[src/design/hcsc_pkg.sv]
package hcsc_pkg;

    // signed 1.23 fractions; time is kept as plain unsigned ticks
    localparam int FRAC_W = 24;
    typedef logic signed [FRAC_W-1:0] hcsc_fract_t;
    typedef logic [23:0] hcsc_ticks_t;
    localparam hcsc_fract_t FRAC_MAX = 24'h7FFFFF;
    localparam hcsc_fract_t FRAC_MIN = 24'h800000;

    // tick base: one tick every TICK_PERIOD_NS of a CLK_PERIOD_NS clock
    localparam int CLK_PERIOD_NS = 40;
    localparam int TICK_PERIOD_NS = 1000;
    localparam int TICK_DIV_CYC = TICK_PERIOD_NS / CLK_PERIOD_NS;

    // register byte offsets
    localparam logic [7:0] ADDR_CTRL = 8'h00;
    localparam logic [7:0] ADDR_STATUS = 8'h04;
    localparam logic [7:0] ADDR_SCALE = 8'h08;
    localparam logic [7:0] ADDR_REV_PER = 8'h0C;
    localparam logic [7:0] ADDR_SECT_PER = 8'h10;
    localparam logic [7:0] ADDR_LAST_EDGE = 8'h14;
    localparam logic [7:0] ADDR_SPEED = 8'h18;
    localparam logic [7:0] ADDR_DUTY = 8'h1C;
    localparam logic [7:0] ADDR_GAIN = 8'h20;
    localparam logic [7:0] ADDR_GAIN_RED = 8'h24;
    localparam logic [7:0] ADDR_CMD_BASE = 8'h40;
    localparam int NUM_CMDS = 24;

    // field positions
    localparam int CTRL_EN_BIT = 0;
    localparam int CTRL_SECT_BIT = 1;
    localparam int STAT_DIR_BIT = 0;
    localparam int STAT_SECT_LSB = 1;
    localparam int STAT_BUSY_BIT = 4;
    localparam int GAIN_FMT_BIT = 24;
    localparam logic [31:0] CTRL_RESET = 32'h0000_0000;
    localparam logic [31:0] SCALE_RESET = 32'h0000_0000;

    // channel commutation states
    typedef enum logic [1:0] {
        CH_ON_HIGH = 2'h0,
        CH_ON_LOW = 2'h1,
        CH_OFF_LOW = 2'h2,
        CH_OFF_HIGH = 2'h3
    } hcsc_chst_e;

    localparam logic [7:0] OPT_DUTY_POS = 8'h00;
    localparam logic [7:0] OPT_DUTY_INVERT_SIGN = 8'h01;

    typedef struct packed {
        logic [7:0] base_ch;
        logic [7:0] base_st;
        logic [7:0] comp_st;
        logic [7:0] option;
    } hcsc_cmd_s;

    typedef struct packed {
        hcsc_chst_e base_st;
        hcsc_chst_e comp_st;
        logic duty_invert_sign;
        hcsc_fract_t duty;
    } hcsc_phase_s;

    typedef enum logic [1:0] {
        COM_IDLE = 2'b00,
        COM_OFF = 2'b01,
        COM_ON = 2'b11
    } hcsc_com_e;

    localparam int DIV_STEPS = 32;
    localparam logic [2:0] SECT_BAD = 3'h7;
    localparam logic [2:0] SECT_LAST = 3'h5;

    function automatic hcsc_fract_t hcsc_sat_neg(hcsc_fract_t d);
        return (d == FRAC_MIN) ? FRAC_MAX : -d;
    endfunction

    // sector number along increasing electrical angle
    function automatic logic [2:0] hcsc_sector(logic [2:0] h);
        case (h)
            3'h1: return 3'h0;
            3'h3: return 3'h1;
            3'h2: return 3'h2;
            3'h6: return 3'h3;
            3'h4: return 3'h4;
            3'h5: return 3'h5;
            default: return SECT_BAD;
        endcase
    endfunction

endpackage

[src/design/hcsc_top.sv]
// The register addresses and strobed register access are this design's own decisions.
`timescale 1ns/100ps
// Overview of operation
// - quantities are signed 1.23 fractions, 0x800000 is -1
// - 9.23 gain reduced to 9.15 or 1.23
// - speed from revolution period, option selects sector
// - sector period is ticks between consecutive transitions
// - revolution period measured same input, same edge
// - revolution period refreshed on every transition
// - speed equals scaling factor over period
// - each transition applies off command then on
// - command pair per input, edge and direction
// - command word holds four byte fields
// - channel state is one of four states
// - phase option keeps or negates duty
// - option applies now on, later if off
// - direction zero forward, nonzero reverse
// - every edge time stored, periods updated per sector
module hcsc_top #(
    parameter int NUM_PHASES = 3,
    parameter int TICK_DIV = hcsc_pkg::TICK_DIV_CYC
) (
    // clock and reset
    input wire logic sys_clk_in,
    input wire logic rst_in,
    // register port
    input wire logic [7:0] reg_addr_in,
    input wire logic [31:0] reg_wdata_in,
    input wire logic reg_wr_in,
    input wire logic reg_rd_in,
    output logic [31:0] reg_rdata_out,
    // hall sensors
    input wire logic [2:0] hall_in,
    // phase channels and status
    output hcsc_pkg::hcsc_phase_s [NUM_PHASES-1:0] phase_out,
    output hcsc_pkg::hcsc_fract_t speed_out,
    output logic dir_out
);

    logic en_q;
    logic sect_sel_q;
    logic [31:0] scale_q;
    hcsc_pkg::hcsc_fract_t duty_q;
    logic [31:0] gain_q;
    logic [23:0] gain_red_q;
    logic gain_fmt_q;
    logic [31:0] cmd_tab_q [hcsc_pkg::NUM_CMDS];
    logic [15:0] tick_cnt_q;
    logic tick_en;
    hcsc_pkg::hcsc_ticks_t timer_q;
    logic [2:0] hall_q;
    logic [2:0] changed;
    logic [1:0] edge_ch;
    logic edge_rise;
    logic edge_evt;
    logic [2:0] slot;
    hcsc_pkg::hcsc_ticks_t stamp_q [6];
    hcsc_pkg::hcsc_ticks_t last_edge_q;
    hcsc_pkg::hcsc_ticks_t rev_period_q;
    hcsc_pkg::hcsc_ticks_t sect_period_q;
    hcsc_pkg::hcsc_ticks_t rev_calc;
    hcsc_pkg::hcsc_ticks_t sect_calc;
    hcsc_pkg::hcsc_ticks_t div_den;
    logic [2:0] sector_q;
    logic [2:0] sector_new;
    logic [2:0] sector_next;
    logic fwd_step;
    logic dir_q;
    logic dir_d;
    hcsc_pkg::hcsc_com_e com_q;
    logic [4:0] com_idx_q;
    hcsc_pkg::hcsc_cmd_s cmd;
    hcsc_pkg::hcsc_chst_e base_st_q [NUM_PHASES];
    hcsc_pkg::hcsc_chst_e comp_st_q [NUM_PHASES];
    logic [NUM_PHASES-1:0] duty_invert_sign_q;
    hcsc_pkg::hcsc_fract_t phase_duty_q [NUM_PHASES];
    logic div_busy_q;
    logic [5:0] div_cnt_q;
    hcsc_pkg::hcsc_ticks_t div_den_q;
    logic [31:0] div_num_q;
    logic [23:0] div_rem_q;
    logic [24:0] div_trial;
    logic div_ge;
    logic [31:0] div_quo;
    hcsc_pkg::hcsc_fract_t speed_q;
    logic [31:0] rdata_q;
    logic cmd_hit;
    logic [7:0] cmd_off;
    logic gain_in_range;

    // ---------------- register port ----------------
    assign cmd_off = reg_addr_in - hcsc_pkg::ADDR_CMD_BASE;
    assign cmd_hit = (reg_addr_in >= hcsc_pkg::ADDR_CMD_BASE)
        && (cmd_off < 8'(4 * hcsc_pkg::NUM_CMDS)) && (reg_addr_in[1:0] == 2'h0);
    assign gain_in_range = (reg_wdata_in[31:23] == {9{reg_wdata_in[23]}});

    always_ff @(posedge sys_clk_in) begin
        if (rst_in) begin
            en_q <= hcsc_pkg::CTRL_RESET[hcsc_pkg::CTRL_EN_BIT];
            sect_sel_q <= hcsc_pkg::CTRL_RESET[hcsc_pkg::CTRL_SECT_BIT];
            scale_q <= hcsc_pkg::SCALE_RESET;
            duty_q <= 24'h000000;
        end else if (reg_wr_in) begin
            if (reg_addr_in == hcsc_pkg::ADDR_CTRL) begin
                en_q <= reg_wdata_in[hcsc_pkg::CTRL_EN_BIT];
                sect_sel_q <= reg_wdata_in[hcsc_pkg::CTRL_SECT_BIT];
            end
            if (reg_addr_in == hcsc_pkg::ADDR_SCALE) begin
                scale_q <= reg_wdata_in;
            end
            if (reg_addr_in == hcsc_pkg::ADDR_DUTY) begin
                duty_q <= reg_wdata_in[23:0];
            end
        end
    end

    // gain: 1.23 keeps full resolution when the value fits, else 9.15 keeps range
    always_ff @(posedge sys_clk_in) begin
        if (rst_in) begin
            gain_q <= 32'h0000_0000;
            gain_red_q <= 24'h000000;
            gain_fmt_q <= 1'b0;
        end else if (reg_wr_in && reg_addr_in == hcsc_pkg::ADDR_GAIN) begin
            gain_q <= reg_wdata_in;
            gain_fmt_q <= !gain_in_range;
            gain_red_q <= gain_in_range ? reg_wdata_in[23:0] : reg_wdata_in[31:8];
        end
    end

    // the table is software-written; reset does not clear storage
    always_ff @(posedge sys_clk_in) begin
        if (reg_wr_in && cmd_hit) begin
            cmd_tab_q[cmd_off[6:2]] <= reg_wdata_in;
        end
    end

    always_ff @(posedge sys_clk_in) begin
        if (rst_in) begin
            rdata_q <= 32'h0000_0000;
        end else if (reg_rd_in) begin
            unique case (1'b1)
                reg_addr_in == hcsc_pkg::ADDR_CTRL:
                    rdata_q <= {30'h0, sect_sel_q, en_q};
                reg_addr_in == hcsc_pkg::ADDR_STATUS:
                    rdata_q <= {27'h0, div_busy_q, sector_q, dir_q};
                reg_addr_in == hcsc_pkg::ADDR_SCALE: rdata_q <= scale_q;
                reg_addr_in == hcsc_pkg::ADDR_REV_PER: rdata_q <= {8'h00, rev_period_q};
                reg_addr_in == hcsc_pkg::ADDR_SECT_PER: rdata_q <= {8'h00, sect_period_q};
                reg_addr_in == hcsc_pkg::ADDR_LAST_EDGE: rdata_q <= {8'h00, last_edge_q};
                reg_addr_in == hcsc_pkg::ADDR_SPEED: rdata_q <= {{8{speed_q[23]}}, speed_q};
                reg_addr_in == hcsc_pkg::ADDR_DUTY: rdata_q <= {{8{duty_q[23]}}, duty_q};
                reg_addr_in == hcsc_pkg::ADDR_GAIN: rdata_q <= gain_q;
                reg_addr_in == hcsc_pkg::ADDR_GAIN_RED: rdata_q <= {7'h00, gain_fmt_q, gain_red_q};
                cmd_hit: rdata_q <= cmd_tab_q[cmd_off[6:2]];
                default: rdata_q <= 32'h0000_0000;
            endcase
        end else begin
            rdata_q <= 32'h0000_0000;
        end
    end
    assign reg_rdata_out = rdata_q;

    // ---------------- tick timer base ----------------
    assign tick_en = (tick_cnt_q == 16'(TICK_DIV - 1));

    always_ff @(posedge sys_clk_in) begin
        if (rst_in) begin
            tick_cnt_q <= 16'h0000;
            timer_q <= 24'h000000;
        end else begin
            tick_cnt_q <= tick_en ? 16'h0000 : tick_cnt_q + 16'h0001;
            if (tick_en) begin
                timer_q <= timer_q + 24'h000001;
            end
        end
    end

    // ---------------- hall position decoder ----------------
    // a new edge waits until the previous command pair is finished, so none is lost
    assign changed = hall_in ^ hall_q;
    assign edge_evt = en_q && (changed != 3'h0) && (com_q == hcsc_pkg::COM_IDLE);

    always_comb begin
        edge_ch = 2'h0;
        for (int i = 2; i >= 0; i--) begin
            if (changed[i]) begin
                edge_ch = 2'(i);
            end
        end
    end

    assign edge_rise = hall_in[edge_ch];
    assign slot = {edge_ch, 1'b0} + {2'b00, edge_rise};
    assign rev_calc = timer_q - stamp_q[slot];
    assign sect_calc = timer_q - last_edge_q;
    assign sector_new = hcsc_pkg::hcsc_sector(hall_in);
    assign sector_next = (sector_q == hcsc_pkg::SECT_LAST) ? 3'h0 : sector_q + 3'h1;
    assign fwd_step = (sector_new == sector_next);
    assign dir_d = (sector_new == hcsc_pkg::SECT_BAD || sector_q == hcsc_pkg::SECT_BAD)
        ? dir_q : !fwd_step;

    always_ff @(posedge sys_clk_in) begin
        if (rst_in) begin
            hall_q <= 3'h0;
            last_edge_q <= 24'h000000;
            rev_period_q <= 24'h000000;
            sect_period_q <= 24'h000000;
            sector_q <= hcsc_pkg::SECT_BAD;
            dir_q <= 1'b0;
            for (int i = 0; i < 6; i++) begin
                stamp_q[i] <= 24'h000000;
            end
        end else if (!en_q) begin
            hall_q <= hall_in;
            sector_q <= sector_new;
        end else if (edge_evt) begin
            hall_q[edge_ch] <= hall_in[edge_ch];
            last_edge_q <= timer_q;
            stamp_q[slot] <= timer_q;
            rev_period_q <= rev_calc;
            sect_period_q <= sect_calc;
            sector_q <= sector_new;
            dir_q <= dir_d;
        end
    end
    assign dir_out = dir_q;

    // ---------------- commutation ----------------
    // pair base index: direction, input, edge type; even entry off, odd entry on
    always_ff @(posedge sys_clk_in) begin
        if (rst_in) begin
            com_q <= hcsc_pkg::COM_IDLE;
            com_idx_q <= 5'h00;
        end else begin
            unique case (com_q)
                hcsc_pkg::COM_IDLE: begin
                    if (edge_evt) begin
                        com_q <= hcsc_pkg::COM_OFF;
                        com_idx_q <= 5'((dir_d ? 12 : 0) + 4 * edge_ch + 2 * edge_rise);
                    end
                end
                hcsc_pkg::COM_OFF: com_q <= hcsc_pkg::COM_ON;
                hcsc_pkg::COM_ON: com_q <= hcsc_pkg::COM_IDLE;
                default: com_q <= hcsc_pkg::COM_IDLE;
            endcase
        end
    end

    assign cmd = hcsc_pkg::hcsc_cmd_s'(cmd_tab_q[com_idx_q | {4'h0, com_q == hcsc_pkg::COM_ON}]);

    always_ff @(posedge sys_clk_in) begin
        if (rst_in) begin
            for (int p = 0; p < NUM_PHASES; p++) begin
                base_st_q[p] <= hcsc_pkg::CH_OFF_LOW;
                comp_st_q[p] <= hcsc_pkg::CH_OFF_LOW;
                duty_invert_sign_q[p] <= 1'b0;
            end
        end else if (com_q != hcsc_pkg::COM_IDLE) begin
            for (int p = 0; p < NUM_PHASES; p++) begin
                if (cmd.base_ch == 8'(p)) begin
                    base_st_q[p] <= hcsc_pkg::hcsc_chst_e'(cmd.base_st[1:0]);
                    comp_st_q[p] <= hcsc_pkg::hcsc_chst_e'(cmd.comp_st[1:0]);
                    // an option for a phase going off waits until it is switched on
                    if (com_q == hcsc_pkg::COM_ON) begin
                        duty_invert_sign_q[p] <= cmd.option[0];
                    end
                end
            end
        end
    end

    always_ff @(posedge sys_clk_in) begin
        if (rst_in) begin
            for (int p = 0; p < NUM_PHASES; p++) begin
                phase_duty_q[p] <= 24'h000000;
            end
        end else begin
            for (int p = 0; p < NUM_PHASES; p++) begin
                phase_duty_q[p] <= duty_invert_sign_q[p] ? hcsc_pkg::hcsc_sat_neg(duty_q) : duty_q;
            end
        end
    end

    for (genvar p = 0; p < NUM_PHASES; p++) begin : g_phase
        assign phase_out[p] = '{base_st: base_st_q[p], comp_st: comp_st_q[p],
            duty_invert_sign: duty_invert_sign_q[p], duty: phase_duty_q[p]};
    end

    // ---------------- speed: scale / period, restoring divider ----------------
    assign div_den = sect_sel_q ? sect_calc : rev_calc;
    assign div_trial = {div_rem_q, div_num_q[31]};
    assign div_ge = (div_trial >= {1'b0, div_den_q});
    assign div_quo = {div_num_q[30:0], div_ge};

    always_ff @(posedge sys_clk_in) begin
        if (rst_in) begin
            div_busy_q <= 1'b0;
            div_cnt_q <= 6'h00;
            div_den_q <= 24'h000000;
            div_num_q <= 32'h0000_0000;
            div_rem_q <= 24'h000000;
            speed_q <= 24'h000000;
        end else if (edge_evt) begin
            div_den_q <= div_den;
            div_num_q <= scale_q;
            div_rem_q <= 24'h000000;
            div_cnt_q <= 6'(hcsc_pkg::DIV_STEPS);
            div_busy_q <= (div_den != 24'h000000);
            if (div_den == 24'h000000) begin
                speed_q <= hcsc_pkg::FRAC_MAX;
            end
        end else if (div_busy_q) begin
            div_num_q <= div_quo;
            div_rem_q <= div_ge ? 24'(div_trial - {1'b0, div_den_q}) : div_trial[23:0];
            div_cnt_q <= div_cnt_q - 6'h01;
            if (div_cnt_q == 6'h01) begin
                div_busy_q <= 1'b0;
                // quotients beyond full scale clip rather than wrap
                speed_q <= (div_quo > 32'h007F_FFFF) ? hcsc_pkg::FRAC_MAX : div_quo[23:0];
            end
        end
    end
    assign speed_out = speed_q;
endmodule
[config.mk]
export PLATFORM = sky130hd
export DESIGN_NAME = hcsc_top
export DESIGN_NICKNAME = d
export VERILOG_FILES = /design/src/design/hcsc_pkg.sv /design/src/design/hcsc_top.sv
export SDC_FILE = /design/constraint.sdc
export NUM_CORES = 2
export LEC_CHECK = 0
export BUFFER_PORTS_ARGS = -buffer_cell sky130_fd_sc_hd__clkbuf_2
export CAP_MARGIN = 20
export CORE_UTILIZATION = 40
export CTS_BUF_LIST = sky130_fd_sc_hd__clkbuf_4
export DETAILED_ROUTE_END_ITERATION = 12
export PLACE_DENSITY = 0.65
export SLEW_MARGIN = 20
export SYNTH_ARGS = -nofsm -noshare
export SYNTH_HDL_FRONTEND = slang
export SYNTH_SLANG_ARGS = --single-unit
[constraint.sdc]
create_clock -name sys_clk_in -period 13.19 [get_ports sys_clk_in]
set_input_delay 0.6595 -clock sys_clk_in [delete_from_list [all_inputs] [get_ports sys_clk_in]]
set_output_delay 0.6595 -clock sys_clk_in [all_outputs]
set_load 0.05 [all_outputs]
==> impl_metrics.py <==
metrics = {
    "global_routing": {
        "grt_use_total_pct": 24.0,
        "gr-total-overflow": 0,
        "grt_max_degree": 105,
        "grt_pass1_wl_um": 273000,
        "grt_pass1_vias": 41300,
        "antenna_found_initial": 15,
    },
    "setup_path": {
        "arrival_ns": 7.77,
        "worstSetupPathType": "reg -> reg",
        "cp_num_buf_inv": 1,
        "cp_max_fo": 72,
        "cp.required_ns": 14.37,
        "crit_path_end_kind": "register",
        "critPathLaunch": "hall_q[0]",
        "crit_chain": "nand2b_1 > a21o_1 > a21oi_1 > or2_2 > buf_4 > nand2_1 > and3_1 > a31oi_1 > o21ai_0 > ha_1 > nor2_1 > a211oi_1 > nor3_1 > o31a_1 > xnor2_1 > o31a_1 > or4b_1 > nor4_1 > and3_1 > o22a_1",
        "critPathSlowestCell": "and3_1",
        "r2r-start": "hall_q[0]",
        "setup.worst_path.start_class": "register",
        "cp_top_family": "simple AND/OR/NAND/NOR gates",
        "cp_slowest_stage_delay_ns": 0.86,
    },
    "logic_synthesis": {
        "synthArstFlopShare_pct": 0,
        "syn_area_per_cell_sq_um": 12.7,
        "syn-cell-area_sq_um": 61000,
        "ys.flop_type": "edfxtp_1",
        "synth_seq_cells": 1384,
        "synthCells": 4788,
        "synthDistinctLibCells": 102,
        "ys_seq_area_share_pct": 60.6,
        "ys_warn_count": 0,
        "synth_edf_count": 926,
    },
    "floorplanning": {
        "die_h_um": 393,
        "initial_core_util_pct": 40.5,
        "ios": 191,
        "die_w_um": 393,
        "rows": 142,
        "core_sq_um": 151000,
        "dieArea_sq_um": 154000,
    },
    "cts": {
        "insertion_delay_ns": 1.29,
        "htree_levels": 5,
        "cts_sinks": 1384,
        "cts_tree": "yes",
        "post_cts_resized": 0,
        "cts_buffers": 361,
        "path_clk_slew_ns": 0.07,
        "cts_root_buf": "clkbuf_4",
        "postCtsSetupBuffers": 0,
        "clockBufferDepth": 4,
        "ctsHoldBuffers": 29,
    },
    "sta": {
        "whs_ns": 0.121,
        "setup_tns_ns": 0,
        "hold_violations": 0,
        "relSlewSlack_pct": 25.2,
        "period_share_pct": 49.9,
        "setup_violations": 0,
        "fmaxAchievable_mhz": 152,
        "worst_pin_slew_ns": 1.12,
        "post-route-min-period_ns": 6.59,
        "rsz0062_at_grt": "no",
        "skew_ns": 0.104,
        "final.setup.worst_slack_ns": 6.60,
        "drv_slew": 0,
    },
    "power_and_ir_drop": {
        "ir_drop_mv": 0.0894,
        "p_per_area_nw_per_um2": 127,
        "leakage_nw": 24.0,
        "power.total_mw": 8.78,
    },
    "routing": {
        "drtIter0Drc": 4664,
        "vias_per_cell": 5.84,
        "first_pass_iters": 11,
        "final_antenna_net_count": 0,
        "vias": 43300,
        "wl_um": 188000,
        "drc_errors": 0,
        "routedWlPerCell_um": 25.4,
    },
    "finish": {
        "area_growth_pct": 12.9,
        "layout.nets": 5257,
        "fin_cells": 7409,
        "drive_gt1_share_pct": 22.1,
    },
    "status": {
        "status": "finished, final reports clean",
    },
    "placement": {
        "gp_congestion": 0.952,
        "numPortBuffers": 190,
        "dpl.hpwl_um": 121000,
        "dp_slack_ns": 6.20,
        "dpl.cell_count": 6750,
    },
    "run": {
        "drv_cap": 0,
    },
    "min_path": {
        "hp-class": "in -> reg",
        "worstHoldStart": "reg_wdata_in[11]",
    },
}
[worst reg2reg max path, delay by kind of cell (launching register included)]
| family | cells | cell delay (ns) |
|---|---|---|
| adders and majority gates | 1 | 0.40 |
| xor gates and xnor gates | 1 | 0.19 |
| DFF | 1 | 0.34 |
| and+or+nand+nor | 9 | 2.68 |
| buffers and inverters | 1 | 0.62 |
| AOI/OAI and AO/OA | 8 | 2.36 |
[metal layers]
metal  track usage, %  wire length, um
met2             36.9            86000
met5                0              132
met1             32.1            74000
met3             5.63            19500
met4             11.4             8190
[stage by stage]
stage | instance area, sq um | util, %
4_1_cts | 68900 | 45.7
6_report | 68900 | 45.7
3_3_place_gp | 64200 | 42.6
3_5_place_dp | 64200 | 42.6
5_1_grt | 68900 | 45.7
2_1_floorplan | 61000 | -
[layout by cell type (no fill, tap or decap), types with 52 or more instances in the layout]
master	instances
edfxtp_1	926
clkbuf_4	521
nand2_1	516
dfxtp_1	452
nor2_1	338
a21oi_1	303
mux4_2	257
clkbuf_2	186
a211oi_1	161
and2_1	156
mux2i_1	144
inv_1	103
buf_4	101
nand3_1	92
o21ai_0	88
clkinv_1	84
ha_1	80
a31oi_1	60
xor2_1	52
[power breakdown]
part / switching [mW] / internal [mW]
clock network: 1.75 / 1.88
logic: 0.330 / 0.166
registers: 0.0122 / 4.64
total: 2.09 / 6.69
[worst paths after layout]
| kind | cells past startpoint | to | slack (ns) |
|---|---|---|---|
| hold reg to reg | 2 | gain_q[10] | 0.46 |
| hold / removal | 3 | duty_q[11] | 0.12 |
| setup / recovery | 20 | speed_out[22] | 6.60 |
| setup reg to reg | 20 | speed_out[22] | 6.60 |
[flip-flops by register name, indices dropped and copies added (netlist names), 24 cells and up]
name	flops
speed_out	24
div_num_q	32
duty_q	24
scale_q	32
stamp_q	146
phase_duty_q	72
timer_q	24
rev_period_q	24
last_edge_q	24
reg_rdata_out	32
cmd_tab_q	768
gain_red_q	24
sect_period_q	24
div_rem_q	24
gain_q	32
div_den_q	24
[cells in the mapped netlist (all sizes together), types with 47 or more instances]
| cell | n | share of area (%) |
|---|---|---|
| nor2 | 374 | 2.3 |
| edfxtp | 926 | 46 |
| a31oi | 62 | 0.65 |
| inv | 106 | 0.65 |
| xnor2 | 50 | 0.72 |
| nand2 | 518 | 3.2 |
| a21oi | 306 | 2.5 |
| and2 | 162 | 1.7 |
| mux2i | 144 | 2.4 |
| nor3 | 51 | 0.45 |
| o21ai | 91 | 0.75 |
| a21o | 47 | 0.58 |
| buf | 65 | 0.53 |
| dfxtp | 458 | 15 |
| clkbuf | 277 | 1.7 |
| mux4 | 257 | 9.5 |
| a211oi | 161 | 2.0 |
| xor2 | 52 | 0.75 |
| nand3 | 92 | 0.75 |
| ha | 80 | 1.6 |
[area by class of cell]
type	count	area, sq um
fill	13700	81800
sequential	1384	37000
multi-input combinational	2954	22500
clock buffer	521	3910
tap	2016	2520
timing repair buffer	319	2020
clock inverter	101	497
inverter	106	398
antenna	8	20.0
[kinds of logic (layout without fill, tap and decap cells)]
logic type	Yosys count	count (layout)	share of synthesized area [%]
adder cells (fa/ha/maj)	84	84	1.77
AND/OR/NAND/NOR	1404	1404	10.6
buffers and inverters	451	1047	2.96
AO/OA/AOI/OAI	959	959	10.7
flip-flops	1384	1384	60.6
multiplexers	403	403	11.9
XOR/XNOR	102	102	1.46
other	1	10	0.00614
No activity file was read; power rests on OpenSTA's default activity.
